[config.mk]
export PLATFORM = sky130hd
export DESIGN_NAME = irq_route
export DESIGN_NICKNAME = d
export VERILOG_FILES = /design/src/logic/irq_route_pkg.sv /design/src/logic/irq_route.sv
export SDC_FILE = /design/constraint.sdc
export NUM_CORES = 1
export LEC_CHECK = 0
export BUFFER_PORTS_ARGS = -buffer_cell sky130_fd_sc_hd__buf_2
export CORE_AREA = 2 2 144 146
export DETAILED_ROUTE_END_ITERATION = 10
export DIE_AREA = 0 0 146 148
export PLACE_DENSITY = 0.85
export RECOVER_POWER = 50
export SYNTH_ARGS = -nofsm -noshare
export SYNTH_HDL_FRONTEND = slang
export SYNTH_SLANG_ARGS = --single-unit
[constraint.sdc]
create_clock -name mclk -period 107.1 [get_ports mclk]
set_input_delay 10.71 -clock mclk [delete_from_list [all_inputs] [get_ports mclk]]
set_output_delay 10.71 -clock mclk [all_outputs]
set_load 0.02 [all_outputs]
[src/logic/irq_route_pkg.sv]
/*
 * Constants for the peripheral interrupt routing block: register offsets,
 * line numbering, reset values and field widths.
 * Assumes an APB slave with 32-bit data and word-aligned registers.
 */
`default_nettype none

package irq_route_pkg;

    // Number of request lines and priority field width.
    localparam int NUM_LINES  = 32;
    localparam int PRIO_W     = 2;
    localparam int NUM_PERIPH = 25;

    // Line numbers of the peripheral groups.
    localparam int LINE_POWER_MANAGER   = 0;
    localparam int LINE_SYSTEM_CTRL     = 1;
    localparam int LINE_WATCHDOG        = 2;
    localparam int LINE_RTC             = 3;
    localparam int LINE_EXT_IRQ_UNIT    = 4;
    localparam int LINE_NVM_CTRL        = 5;
    localparam int LINE_EVENT_ROUTER    = 6;
    localparam int LINE_SERIAL_BASE     = 7;
    localparam int LINE_TIMER_BASE      = 13;
    localparam int LINE_ADC             = 21;
    localparam int LINE_ANALOG_COMP     = 22;
    localparam int LINE_DAC             = 23;
    localparam int LINE_TOUCH_CTRL      = 24;

    // Register byte offsets.
    localparam logic [11:0] OFF_LINE_EN_SET   = 12'h000;
    localparam logic [11:0] OFF_LINE_EN_CLR   = 12'h004;
    localparam logic [11:0] OFF_PEND_SET      = 12'h008;
    localparam logic [11:0] OFF_PEND_CLR      = 12'h00C;
    localparam logic [11:0] OFF_PRIO_BASE     = 12'h010;
    localparam logic [11:0] OFF_ACTIVE        = 12'h030;
    localparam logic [11:0] OFF_IRQ_STATUS    = 12'h034;
    localparam logic [11:0] OFF_IRQ_MASK      = 12'h038;

    // Reset values.
    localparam logic [31:0] RST_ZERO    = 32'h0000_0000;
    localparam logic [5:0]  NO_ACTIVE   = 6'h20;

endpackage : irq_route_pkg

`default_nettype wire

[src/logic/irq_route.sv]
/*
 * Peripheral interrupt routing and nested priority controller.
 * Each peripheral request (already the OR of its enabled flags) sets the
 * pending bit of its own line; software enables lines, sets and clears
 * pending bits and sets a two-bit priority per line over APB. The highest
 * priority enabled pending line is presented to the core.
 * Assumes peripheral requests and APB signals synchronous to mclk.
 */
// Overview of operation
// [RL1] 32 request lines, four priority levels each.
// [RL2] Each line driven by one peripheral only.
// [RL3] Peripheral flags set regardless of enable.
// [RL4] Enable-set write of one enables source.
// [RL5] Enable-clear write of one disables source.
// [RL6] Source request equals flag and enable.
// [RL7] Peripheral requests ORed into one line.
// [RL8] Request sets pending; software sets/clears pending.
// [RL9] Only enabled pending lines become active.
// [RL10] Writable priority field per line used.
// [RL11] Non-maskable output goes to core NMI.
// [RL12] Lines 0-6: fixed system peripherals order.
// [RL13] Lines 7-12: serial modules 0 to 5.
// [RL14] Lines 13-20: timer units 0 to 7.
// [RL15] Lines 21-24: ADC, comparator, DAC, touch.
// [RL16] Lines 25-31 tied inactive.
// [RL17] Equal priority: lowest line number wins.
`timescale 1ns/1ps
`default_nettype none

module irq_route
    import irq_route_pkg::*;
(
    input  wire logic                    mclk,
    input  wire logic                    rst_n,
    input  wire logic                    psel,
    input  wire logic                    penable,
    input  wire logic                    pwrite,
    input  wire logic [11:0]             paddr,
    input  wire logic [31:0]             pwdata,
    output logic      [31:0]             prdata,
    output logic                         pready,
    output logic                         pslverr,
    input  wire logic [NUM_PERIPH-1:0]   periph_req,
    input  wire logic                    ext_nmi_req,
    output logic                         core_nmi,
    output logic                         core_irq,
    output logic      [4:0]              core_irq_line,
    output logic                         irq
);

    // Line enable, pending and priority state.
    logic [NUM_LINES-1:0]   line_en_reg;
    logic [NUM_LINES-1:0]   pend_reg;
    logic [PRIO_W-1:0]      prio_reg [NUM_LINES];
    logic [NUM_LINES-1:0]   line_req;
    logic [NUM_LINES-1:0]   cand;
    logic [5:0]             best_next;
    logic [PRIO_W-1:0]      best_prio;
    logic [1:0]             status_reg;
    logic [1:0]             mask_reg;
    logic                   irq_seen_reg;
    logic                   wr_en;
    logic                   rd_en;
    logic                   addr_ok;
    logic [31:0]            rdata_next;

    // Peripheral lines 0..24 map one to one, 25..31 are held low.
    assign line_req = {7'h00, periph_req}; // [RL2] [RL7] [RL12] [RL13] [RL14] [RL15] [RL16]

    // APB strobes; the slave answers with zero wait states.
    assign wr_en = psel & penable & pwrite;
    assign rd_en = psel & penable & ~pwrite;

    // Line enable: set and clear views share one register.
    always_ff @(posedge mclk or negedge rst_n)
    begin
        if (!rst_n)
            line_en_reg <= RST_ZERO;
        else if (wr_en && paddr == OFF_LINE_EN_SET)
            line_en_reg <= line_en_reg | pwdata; // [RL4]
        else if (wr_en && paddr == OFF_LINE_EN_CLR)
            line_en_reg <= line_en_reg & ~pwdata; // [RL5]
    end

    // Pending: hardware set wins over software clear.
    always_ff @(posedge mclk or negedge rst_n)
    begin
        if (!rst_n)
            pend_reg <= RST_ZERO;
        else if (wr_en && paddr == OFF_PEND_SET)
            pend_reg <= pend_reg | pwdata | line_req; // [RL8]
        else if (wr_en && paddr == OFF_PEND_CLR)
            pend_reg <= (pend_reg & ~pwdata) | line_req; // [RL8]
        else
            pend_reg <= pend_reg | line_req; // [RL3] [RL6] [RL8]
    end

    // Priority fields, four lines per word, one byte per line.
    genvar gi;
    generate
        for (gi = 0; gi < NUM_LINES; gi++)
        begin : g_prio
            localparam logic [11:0] WOFF = OFF_PRIO_BASE + 12'((gi / 4) * 4);
            always_ff @(posedge mclk or negedge rst_n)
            begin
                if (!rst_n)
                    prio_reg[gi] <= '0;
                else if (wr_en && paddr == WOFF)
                    prio_reg[gi] <= pwdata[(gi % 4) * 8 +: PRIO_W]; // [RL10]
            end
        end
    endgenerate

    // Candidates are enabled pending lines.
    assign cand = pend_reg & line_en_reg; // [RL9]

    // Pick lowest priority value, ties to lowest line number.
    always_comb
    begin
        best_next = NO_ACTIVE;
        best_prio = '1;
        for (int i = NUM_LINES - 1; i >= 0; i--)
        begin
            if (cand[i] && (best_next == NO_ACTIVE || prio_reg[i] <= best_prio))
            begin
                best_next = 6'(i); // [RL1] [RL10] [RL17]
                best_prio = prio_reg[i];
            end
        end
    end

    // Registered request to the core and NMI pass-through.
    always_ff @(posedge mclk or negedge rst_n)
    begin
        if (!rst_n)
        begin
            core_irq      <= 1'b0;
            core_irq_line <= 5'h00;
            core_nmi      <= 1'b0;
        end
        else
        begin
            core_irq      <= (best_next != NO_ACTIVE); // [RL9]
            core_irq_line <= best_next[4:0];
            core_nmi      <= ext_nmi_req; // [RL11]
        end
    end

    // Sticky status: bit0 core request rose, bit1 NMI seen; read clears.
    always_ff @(posedge mclk or negedge rst_n)
    begin
        if (!rst_n)
        begin
            status_reg   <= 2'h0;
            irq_seen_reg <= 1'b0;
        end
        else
        begin
            irq_seen_reg <= core_irq;
            status_reg   <= ((rd_en && paddr == OFF_IRQ_STATUS) ? 2'h0
                             : status_reg)
                            | {ext_nmi_req, core_irq & ~irq_seen_reg};
        end
    end

    // Interrupt mask register.
    always_ff @(posedge mclk or negedge rst_n)
    begin
        if (!rst_n)
            mask_reg <= 2'h0;
        else if (wr_en && paddr == OFF_IRQ_MASK)
            mask_reg <= pwdata[1:0];
    end

    // Level interrupt output.
    always_ff @(posedge mclk or negedge rst_n)
    begin
        if (!rst_n)
            irq <= 1'b0;
        else
            irq <= |(status_reg & mask_reg);
    end

    // Read mux and decode of mapped addresses.
    always_comb
    begin
        addr_ok    = 1'b1;
        rdata_next = RST_ZERO;
        case (paddr)
            OFF_LINE_EN_SET, OFF_LINE_EN_CLR: rdata_next = line_en_reg;
            OFF_PEND_SET, OFF_PEND_CLR:       rdata_next = pend_reg;
            OFF_ACTIVE:     rdata_next = {26'h0, best_next};
            OFF_IRQ_STATUS: rdata_next = {30'h0, status_reg};
            OFF_IRQ_MASK:   rdata_next = {30'h0, mask_reg};
            default:
            begin
                if (paddr >= OFF_PRIO_BASE && paddr < OFF_ACTIVE
                    && paddr[1:0] == 2'b00)
                begin
                    for (int k = 0; k < 4; k++)
                        rdata_next[k * 8 +: PRIO_W] =
                            prio_reg[5'((paddr - OFF_PRIO_BASE) + 12'(k))];
                end
                else
                    addr_ok = 1'b0;
            end
        endcase
    end

    // APB answer registers: ready in the access cycle, error if unmapped.
    always_ff @(posedge mclk or negedge rst_n)
    begin
        if (!rst_n)
        begin
            prdata  <= RST_ZERO;
            pready  <= 1'b0;
            pslverr <= 1'b0;
        end
        else
        begin
            pready  <= psel & ~penable;
            pslverr <= psel & ~penable & ~addr_ok;
            if (psel && !penable && !pwrite)
                prdata <= addr_ok ? rdata_next : RST_ZERO;
        end
    end

    // Checker helper: set when some candidate outranks the chosen line.
    logic outranked;
    always_comb
    begin
        outranked = 1'b0;
        for (int j = 0; j < NUM_LINES; j++)
        begin
            if (cand[j] && best_next != NO_ACTIVE
                && (prio_reg[j] < prio_reg[best_next[4:0]]
                    || (prio_reg[j] == prio_reg[best_next[4:0]]
                        && 6'(j) < best_next)))
                outranked = 1'b1;
        end
    end

    // Assertions.
    property p_req_sets_pend;
        @(posedge mclk) disable iff (!rst_n)
        periph_req[0] |=> pend_reg[0];
    endproperty
    a_req_sets_pend: assert property (p_req_sets_pend) // [RL8]
        else $error("Request did not set pending.");

    property p_high_lines_idle;
        @(posedge mclk) disable iff (!rst_n)
        !$past(wr_en) |-> (pend_reg[31:25] == $past(pend_reg[31:25]));
    endproperty
    a_high_lines_idle: assert property (p_high_lines_idle) // [RL16]
        else $error("Unused line pending changed by hardware.");

    property p_en_set;
        @(posedge mclk) disable iff (!rst_n)
        (wr_en && paddr == OFF_LINE_EN_SET) |=> ((line_en_reg & $past(pwdata))
                                                  == $past(pwdata));
    endproperty
    a_en_set: assert property (p_en_set) // [RL4]
        else $error("Enable set write failed.");

    property p_en_clr;
        @(posedge mclk) disable iff (!rst_n)
        (wr_en && paddr == OFF_LINE_EN_CLR) |=> ((line_en_reg & $past(pwdata))
                                                  == 32'h0000_0000);
    endproperty
    a_en_clr: assert property (p_en_clr) // [RL5]
        else $error("Enable clear write failed.");

    property p_irq_needs_enable;
        @(posedge mclk) disable iff (!rst_n)
        core_irq |-> $past(|(pend_reg & line_en_reg));
    endproperty
    a_irq_needs_enable: assert property (p_irq_needs_enable) // [RL9]
        else $error("Core request without enabled pending line.");

    property p_line_is_cand;
        @(posedge mclk) disable iff (!rst_n)
        core_irq |-> $past(cand[best_next[4:0]]);
    endproperty
    a_line_is_cand: assert property (p_line_is_cand) // [RL10]
        else $error("Chosen line is not a candidate.");

    property p_tie_low;
        @(posedge mclk) disable iff (!rst_n)
        (cand[0] && prio_reg[0] == 2'h0) |=> (core_irq_line == 5'h00);
    endproperty
    a_tie_low: assert property (p_tie_low) // [RL17]
        else $error("Lowest line did not win at top priority.");

    property p_nmi;
        @(posedge mclk) disable iff (!rst_n)
        ext_nmi_req |=> core_nmi;
    endproperty
    a_nmi: assert property (p_nmi) // [RL11]
        else $error("NMI not forwarded.");

    property p_nmi_drop;
        @(posedge mclk) disable iff (!rst_n)
        !ext_nmi_req |=> !core_nmi;
    endproperty
    a_nmi_drop: assert property (p_nmi_drop) // [RL11]
        else $error("NMI held after request dropped.");

    property p_best_line;
        @(posedge mclk) disable iff (!rst_n)
        core_irq |-> !$past(outranked);
    endproperty
    a_best_line: assert property (p_best_line) // [RL10] [RL17]
        else $error("A more urgent candidate was passed over.");

    property p_pend_set;
        @(posedge mclk) disable iff (!rst_n)
        (wr_en && paddr == OFF_PEND_SET) |=> ((pend_reg & $past(pwdata))
                                               == $past(pwdata));
    endproperty
    a_pend_set: assert property (p_pend_set) // [RL8]
        else $error("Pending set write failed.");

    property p_pend_clr;
        @(posedge mclk) disable iff (!rst_n)
        (wr_en && paddr == OFF_PEND_CLR)
            |=> ((pend_reg & $past(pwdata) & ~$past(line_req))
                 == 32'h0000_0000);
    endproperty
    a_pend_clr: assert property (p_pend_clr) // [RL8]
        else $error("Pending clear write failed.");

    c_irq: cover property (@(posedge mclk) disable iff (!rst_n)
        $rose(core_irq));
    c_nmi: cover property (@(posedge mclk) disable iff (!rst_n)
        $rose(core_nmi));
    c_int: cover property (@(posedge mclk) disable iff (!rst_n)
        $rose(irq));
    c_tie: cover property (@(posedge mclk) disable iff (!rst_n)
        cand[1] && cand[3] && core_irq_line == 5'h01);

endmodule // irq_route

`default_nettype wire

==> flow_summary.ini, run 1 <==
[synthesis]
synth-edff-count = 0
synth_top_cell_area_share_pct = 34.3
synth_top_area_cell = dfrtp_1
synth_cell_type_count = 90
muxShareOfSynthArea_pct = 20.7
postSynthCellCount = 1343
synthSimpleGateAreaFrac_pct = 15.8
ys_seq_elements = 175
synth.area.top_cells = dfrtp_1 34%, mux4_2 14%, nand2_1 7.0%
synth_top_family_by_area = multiplexers
synthFlopType = dfrtp_1
yosysSeqAreaShare_pct = 34.3
synth_compound_area_share_pct = 19.8
synth_xor_area_share_pct = 0.548
synth_area_per_cell_um2 = 9.51
syn_area_um2 = 12800
synth_fp_nets = 1464
synthAdderAreaFrac_pct = 4.74
async_reset_ff_share_pct = 100
ys_warn_count = 0

[critical_path]
start_kind = flop
endpoint_kind = flop
r2r-end = prdata[4]
crit_top_cell = nor2_1
path_delay_family = compound AO/OA/AOI/OAI gates
arrival_ps = 44810
slowest_delay_ps = 610
cp_max_fo = 8
worstRegToRegCells = 211
cp_data_required_time_ps = 107400
critPathKind = flop to flop
reg2reg_slack_ps = 62580
worst-path-buf-inv = 8
cp_slowest_cell = a311oi_2

[clock_tree]
clkTransAtPathRegs_ps = 80
post-cts-setup-buffers = 0
numCtsBuffers = 17
cts_num_sinks = 175
clk_latency_ps = 450
cts_resized = 0
postCtsHoldBufs = 0
ctsRootBufferMaster = clkbuf_16
htree_levels = 4
cts_tree = done
max-clock-path-buffers = 2

[floorplanning]
core_um2 = 20000
die_height_um = 148
dieArea_um2 = 21600
row_count = 52
num_io_pins = 117
initial_core_util_pct = 63.8
die_w_um = 146

[route]
drt_pre_antenna_iters = 5
vias_per_cell = 6.98
drt_iter0_drc = 1708
ant_nets = 0
vias = 11900
drc = 0
routed_wl_um = 39200
wl_per_cell_um = 23.1

[layout]
fill_cells = 1551
area_growth_pct = 9.95
antenna_cells = 0
final_layout_size_suffix_gt1_share_pct = 18.6
regArea_um2 = 4380
final_nets = 1538
multi_input_comb_area_um2 = 7890
fin_cells = 1700

[worst_hold_path]
holdPathStages = 0
min_to = irq_seen_reg
hold_class = flop to flop
hold_start = core_irq

[global_routing]
grt_remaining_overflow = 0
grt.total_usage_pct = 36.6
grt_max_degree = 102
grt_pass1_wl_um = 61200
grt_pass1_vias = 10900
antenna_found_initial = 1

[sta]
worst_pin_slew_ps = 5480
final.setup.tns_ps = 0
fin_crit_ps = 44520
slew_headroom_pct = -266
finalSetupViolCount = 0
finalHoldViolCount = 0
rsz0062_at_grt = no
max_freq_ghz = 0.0225
drv_slew = 215
finClkSkew_ps = 12.5
period_share_pct = 41.6

[placed_design]
gp_congestion = 1.04
hpwl_um = 27800
portBuffers = 116
dp.cells = 1668

[power_and_ir_drop]
ir_drop_v = 0.00000822
power_mw = 0.144
power.leakage_nw = 5.90
powerDensity_nw_per_um2 = 10.3

[job]
drv_cap = 3

[run_status]
status = finished with violations
violations = capacitance limit, slew limit
[logic make-up (layout without fill, tap and decap cells)]
group	after synthesis	count (layout)
AO/OA/AOI/OAI	359	359
XOR/XNOR	8	8
adder cells (fa/ha/maj)	49	49
buffers and inverters	132	219
flip-flops	175	175
multiplexers	159	159
AND/OR/NAND/NOR	461	461
[worst register-to-register path, delay by kind of cell, from the launching register on]
| family | cells | cell delay, ps |
|---|---|---|
| AO/OA/AOI/OAI | 90 | 20930 |
| multiplexers | 5 | 1490 |
| flip-flops | 1 | 470 |
| buffers and inverters | 8 | 820 |
| adder cells (fa/ha/maj) | 32 | 9130 |
| AND/OR/NAND/NOR | 76 | 11580 |
[layout by cell type, fill, tap and decap left out, types with 14 or more instances in the layout]
| master | instances |
|---|---|
| a21oi_1 | 41 |
| a221o_1 | 25 |
| a31oi_1 | 18 |
| and2_1 | 14 |
| buf_2 | 70 |
| clkbuf_1 | 48 |
| clkbuf_16 | 17 |
| dfrtp_1 | 175 |
| ha_1 | 46 |
| inv_1 | 57 |
| mux2_2 | 35 |
| mux2i_1 | 42 |
| mux4_2 | 80 |
| nand2_1 | 238 |
| nand3_1 | 20 |
| nor2_1 | 100 |
| nor3_1 | 21 |
| o21ai_0 | 119 |
| o31ai_1 | 26 |
[worst max-delay path by stage]
| stage | endpoint | cells past startpoint |
|---|---|---|
| after floorplan | prdata[4] | 208 |
| after global placement | prdata[4] | 209 |
| after detailed placement | prdata[4] | 209 |
| after CTS | prdata[4] | 209 |
| after global routing | prdata[4] | 211 |
| final | prdata[4] | 211 |
[final cells by class]
type / instances / share of cell area [%]
Multi-Input combinational cell: 1036 / 56.2
Sequential cell: 175 / 31.2
Timing Repair Buffer: 130 / 4.44
Clock buffer: 18 / 3.06
Tap cell: 270 / 2.40
Inverter: 57 / 1.52
Clock inverter: 14 / 1.24
[cells in the mapped netlist (all sizes together) (4+ instances only)]
cell type  number
ha             46
clkbuf         60
a31oi          20
nor3           21
a2111oi         5
mux4           80
or2             7
nand2         238
inv            57
o21ai         122
nand4          12
mux2           37
nor2b          13
a311oi          5
a22oi           8
o31a            4
a21oi          42
mux2i          42
a211oi          9
and2           14
a22o           12
o22a            6
o21bai          4
nor2          102
o211ai          5
a21o            9
nand3          20
o31ai          27
xor2            5
buf            15
a32oi           4
nand2b          9
a221o          26
o22ai           8
and3            9
a2bb2oi         4
dfrtp         175
o32a            4
o21a            7
[layer usage]
layer	share of wire [%]	vias up	global-route usage (%)
li1	-	5174	-
met1	39	5733	52.7
met2	45	844	56.0
met3	12	115	7.87
met4	3.3	2	12.1
met5	0.033	-	0
[power breakdown]
group	leakage, nW	internal, mW	total [mW]	switching (mW)
Clock	0.287	0.0334	0.0646	0.0312
Sequential	2.12	0.0663	0.0665	0.000211
Combinational	3.49	0.00477	0.0131	0.00838
[stage by stage]
stage          setup slack [ps]  utilization (%)  instance area, µm²  hold WS (ps)
2_1_floorplan             70030                -               12800           400
3_3_place_gp              65390             67.4               13500           403
5_1_grt                   59430             70.1               14000           441
4_1_cts                   63620             70.4               14100           435
3_5_place_dp              64090             67.4               13500           409
6_report                  62580             70.1               14000           433
No activity file was read; power rests on OpenSTA's default activity.
==> inputs of run 2 (changes only) <==
--- a/config.mk
+++ b/config.mk
@@ -6,10 +6,10 @@
 export NUM_CORES = 1
 export LEC_CHECK = 0
 export BUFFER_PORTS_ARGS = -buffer_cell sky130_fd_sc_hd__buf_2
-export CORE_AREA = 2 2 144 146
+export CORE_AREA = 2 2 148 150
 export DETAILED_ROUTE_END_ITERATION = 10
-export DIE_AREA = 0 0 146 148
-export PLACE_DENSITY = 0.85
+export DIE_AREA = 0 0 150 152
+export PLACE_DENSITY = 0.81
 export RECOVER_POWER = 50
 export SYNTH_ARGS = -nofsm -noshare
 export SYNTH_HDL_FRONTEND = slang
==> constraint.sdc (replaced) <==
create_clock -name mclk -period 43.8 [get_ports mclk]
set_input_delay 4.38 -clock mclk [delete_from_list [all_inputs] [get_ports mclk]]
set_output_delay 4.38 -clock mclk [all_outputs]
set_load 0.02 [all_outputs]
==> run 2 against run 1 <==
Against the previous run:
- the run still ends with capacitance limit, slew limit left
- sequential power up 150%
- largest cell class unchanged
- final area up 1.2%
- clock-buffer cell count down 1
- worst hold slack got worse by 3.1 ps
- register-to-register slack worse by 60000 ps
- critical path depth unchanged
- flip-flop and latch count unchanged
- critical path type unchanged
- wire length fell by 0.56%
- clock power grew 130%
- combinational power up 150%
- first-iteration DRC count fell by 20%
- worst setup slack got worse by 60000 ps
==> flow_summary.ini, run 2 (same netlist as run 1, synthesis figures left out) <==
[sta]
worst_slack_ps = 2860
max_freq_ghz = 0.0244
drv_slew = 178
period_share_pct = 93.5
finalSetupViolCount = 0
slew_headroom_pct = -245
finalHoldViolCount = 0
finClkSkew_ps = 13.5
worst_pin_slew_ps = 5180
fin_crit_ps = 40940

[worst_hold_path]
hold_class = flop to flop

[route]
ant_nets = 0
drt_iter0_drc = 1371
routed_wl_um = 39000
drt_pre_antenna_iters = 6
vias = 11700
wl_per_cell_um = 22.7
vias_per_cell = 6.82
drc = 0

[layout]
final_nets = 1544
final_layout_size_suffix_gt1_share_pct = 20.5
post-route-util_pct = 66.6
antenna_cells = 0
fill_cells = 1728
layout_common_cells = 238 x nand2_1, 175 x dfrtp_1, 115 x o21ai_0
area_growth_pct = 11.3
final_common_cell = nand2_1

[critical_path]
cp_slowest_cell = dfrtp_1
start_kind = flop
endpoint_kind = flop
arrival_ps = 41220
critPathKind = flop to flop
cp_data_required_time_ps = 44080
slowest_delay_ps = 470
path_delay_family = compound AO/OA/AOI/OAI gates
worst-path-buf-inv = 11
cp_max_fo = 8

[floorplanning]
num_io_pins = 117
dieArea_um2 = 22800
die_w_um = 150
row_count = 54
die_height_um = 152
initial_core_util_pct = 59.8
core_um2 = 21400

[clock_tree]
ctsRootBufferMaster = clkbuf_16
numCtsBuffers = 17
clkTransAtPathRegs_ps = 80
postCtsHoldBufs = 0
max-clock-path-buffers = 2
htree_levels = 4
cts_num_sinks = 175
clk_latency_ps = 450
cts_tree = done

[global_routing]
grt_pass1_wl_um = 60900
grt_max_degree = 98
grt_pass1_vias = 10900
grt_remaining_overflow = 0
grt.total_usage_pct = 34.5
antenna_found_initial = 0

[placed_design]
dp_slack_ps = 1280
hpwl_um = 28000
gp_congestion = 1.05
portBuffers = 116

[power_and_ir_drop]
powerDensity_nw_per_um2 = 24.3
ir_drop_v = 0.0000206
power.leakage_nw = 5.95

[run_status]
violations = capacitance limit, slew limit
status = finished with violations

[job]
drv_cap = 2
## run 2: cell count changes in the layout (fill, tap and decap cells not counted), moves of 3 or more
cell     before  now
buf_4        13   20
o21ai_0     119  115
nor2_1      100   97
nor2_2        2    5
inv_6         1    5
## run 2: repair_timing
action | in CTS | in global routing
setup buffers | 0 | 11
resized for setup | 0 | 30
endpoints found under the setup margin | 0 | 12
## run 2: where the power goes
part           total (mW)  leakage, nW  internal (mW)  switching [mW]
registers           0.163         2.12          0.162        0.000545
logic              0.0322         3.55         0.0116          0.0205
clock network       0.151        0.280         0.0756          0.0753
total               0.346         5.95          0.249          0.0964
## run 2: path summary, 6_finish.rpt
check,to,cells past startpoint,from,slack [ps]
min in group asynchronous,prdata[14],1,rst_n,5810
setup reg to reg,prdata[4],211,flop,2860
hold / removal,status_reg[0],1,irq_seen_reg,430
max in group asynchronous,prio_reg[41],2,rst_n,32150
hold reg to reg,status_reg[0],1,irq_seen_reg,430
setup / recovery,prdata[4],211,flop,2860
## run 2: final cells by class
type | count | area, µm² | share of cell area [%]
clock inverter | 15 | 145 | 1.02
inverter | 57 | 214 | 1.51
sequential | 175 | 4380 | 30.8
multi-input combinational | 1036 | 8030 | 56.5
clock buffer | 17 | 425 | 2.99
tap | 280 | 350 | 2.46
timing repair buffer | 136 | 673 | 4.74
## run 2: per-stage QoR
step                      total power [mW]  hold slack, ps  area, µm²  cells  TNS (ps)
after floorplan                      0.184             400      12800   1343         0
after global placement               0.197             402      13500   1673         0
after detailed placement             0.198             430      13500   1673         0
after CTS                            0.347             429      14100   1705         0
after global routing                 0.356             463      14200   1716      -430
final                                0.346             430      14200   1716         0
## run 2: metal layers
metal | global-route usage [%] | vias up | share of wire [%]
met4 | 12.8 | 0 | 4.0
met1 | 49.5 | 5727 | 41
li1 | - | 5196 | -
met3 | 7.93 | 121 | 11
met5 | 0 | - | 0
met2 | 51.3 | 660 | 45
==> inputs of run 3 (changes only) <==
--- a/config.mk
+++ b/config.mk
@@ -9,7 +9,7 @@
 export CORE_AREA = 2 2 148 150
 export DETAILED_ROUTE_END_ITERATION = 10
 export DIE_AREA = 0 0 150 152
-export PLACE_DENSITY = 0.81
+export PLACE_DENSITY = 0.9
 export RECOVER_POWER = 50
 export SYNTH_ARGS = -nofsm -noshare
 export SYNTH_HDL_FRONTEND = slang
==> run 3 against run 2 <==
Against the previous run:
- the flow still finishes with violations (capacitance limit, slew limit)
- combinational power is essentially flat
- largest cell class unchanged
- final area increased by 0.70%
- global-route usage is 0.18 points higher
- worst hold slack worse by 13 ps
- power is 2.2% higher
- sequential power barely moved
- highest routed layer unchanged
==> flow_summary.ini, run 3 (same netlist as run 1, synthesis figures left out) <==
[run_status]
status = finished with violations
violations = capacitance limit, slew limit

[critical_path]
reg2reg_slack_ps = 1880
cp_slowest_cell = a222oi_1
endpoint_kind = flop
start_kind = flop
crit_top_cell = nor2_1
r2r-end = prdata[0]
cp_data_required_time_ps = 44080
critPathKind = flop to flop
arrival_ps = 42200
worstRegToRegCells = 213
cp_max_fo = 8
slowest_delay_ps = 600

[layout]
final_common_cell = nand2_1
fin_cells = 1723
area_growth_pct = 12.0
multi_input_comb_area_um2 = 8040
final_nets = 1551
final_layout_size_suffix_gt1_share_pct = 20.9
layout_common_cells = 238 x nand2_1, 175 x dfrtp_1, 114 x o21ai_0
fill_cells = 1590
regArea_um2 = 4380
antenna_cells = 0

[clock_tree]
htree_levels = 4
clk_latency_ps = 450
cts_tree = done
cts_num_sinks = 175
ctsRootBufferMaster = clkbuf_16
clkTransAtPathRegs_ps = 80
max-clock-path-buffers = 2
postCtsHoldBufs = 0
numCtsBuffers = 17

[global_routing]
busiest_layer = met2
antenna_found_initial = 0
use_met1_pct = 47.8
grt_util_met3_pct = 6.43
grt_max_degree = 106
grt_pass1_vias = 11300
grt_remaining_overflow = 0
grt.total_usage_pct = 34.6
grt_pass1_wl_um = 61600
use_met2_pct = 55.0

[route]
drt_iter0_drc = 1687
vias = 12200
wl_per_cell_um = 23.4
ant_nets = 0
vias_per_cell = 7.08
drt_pre_antenna_iters = 6
drc = 0
routed_wl_um = 40400

[worst_hold_path]
min_to = status_reg[0]
holdPathStages = 1
hold_start = irq_seen_reg
hold_class = flop to flop

[power_and_ir_drop]
internal_power_mw = 0.256
pwr-share-comb_pct = 9.2
p_sw_share_pct = 27.6
p_seq_share_pct = 46.0
p_switching_mw = 0.0975
ir_drop_v = 0.0000210
clkPwrFrac_pct = 44.8
power.leakage_nw = 6.00
powerDensity_nw_per_um2 = 24.7
power_mw = 0.353

[sta]
slew_headroom_pct = -288
finalSetupViolCount = 0
finClkSkew_ps = 12.0
drv_slew = 178
period_share_pct = 95.7
max_freq_ghz = 0.0239
finalHoldViolCount = 0
fin_crit_ps = 41920
worst_slack_ps = 1880
worst_pin_slew_ps = 5810

[placed_design]
dp_slack_ps = 1060
portBuffers = 116
hpwl_um = 28400
gp_congestion = 1.01
dp.cells = 1676

[floorplanning]
initial_core_util_pct = 59.8
num_io_pins = 117
die_height_um = 152
dieArea_um2 = 22800
core_um2 = 21400
row_count = 54
die_w_um = 150

[job]
drv_cap = 2
-- run 3: worst max path at each step --
stage / from / to / slack (ps) / cells after the start
4_1_cts: flop / prdata[4] / 610 / 207
3_5_place_dp: flop / prdata[4] / 1060 / 208
6_report: flop / prdata[0] / 1880 / 213
2_1_floorplan: flop / prdata[4] / 6730 / 208
3_3_place_gp: flop / prdata[4] / 2540 / 209
5_1_grt: flop / prdata[5] / -440 / 213
-- run 3: per-layer routing --
metal  vias up  wire [µm]
li1       5204          -
met1      5888      15200
met2       960      18500
met3       151       5080
met4         0       1570
met5         -          0
-- run 3: layout make-up --
cell class                 count  area share [%]
multi-input combinational   1036            56.2
sequential                   175            30.6
timing repair buffer         143            5.07
clock buffer                  18            3.00
tap                          280            2.45
inverter                      57            1.49
clock inverter                14            1.20
-- run 3: critical path, delay by kind of cell, from the launching register on --
kind,cells,cell delay [ps]
AOI/OAI and AO/OA,91,18490
and+or+nand+nor,77,11100
adders and majority gates,32,9280
muxes,5,1450
buffers and inverters,8,870
DFF,1,470
-- run 3: per-stage QoR --
stage          setup TNS [ps]  util [%]  hold WS [ps]  area (µm²)
2_1_floorplan               0         -           400       12800
3_3_place_gp                0      63.3           399       13500
3_5_place_dp                0      63.3           417       13500
4_1_cts                     0      66.1           424       14100
5_1_grt                 -3060      67.0           454       14300
6_report                    0      67.0           417       14300
-- run 3: repair_timing --
item | CTS | global route
resized for setup | 0 | 34
hold endpoints to repair | 0 | 0
buffers inserted | 0 | 15
endpoints found under the setup margin | 0 | 12
-- run 3: power groups by stage --
stage	Clock (mW)	Combinational [mW]	Sequential, mW
2_1_floorplan	0	0.0178	0.166
3_3_place_gp	0	0.0311	0.166
3_5_place_dp	0	0.0320	0.166
4_1_cts	0.158	0.0321	0.163
5_1_grt	0.165	0.0346	0.163
6_report	0.158	0.0325	0.163
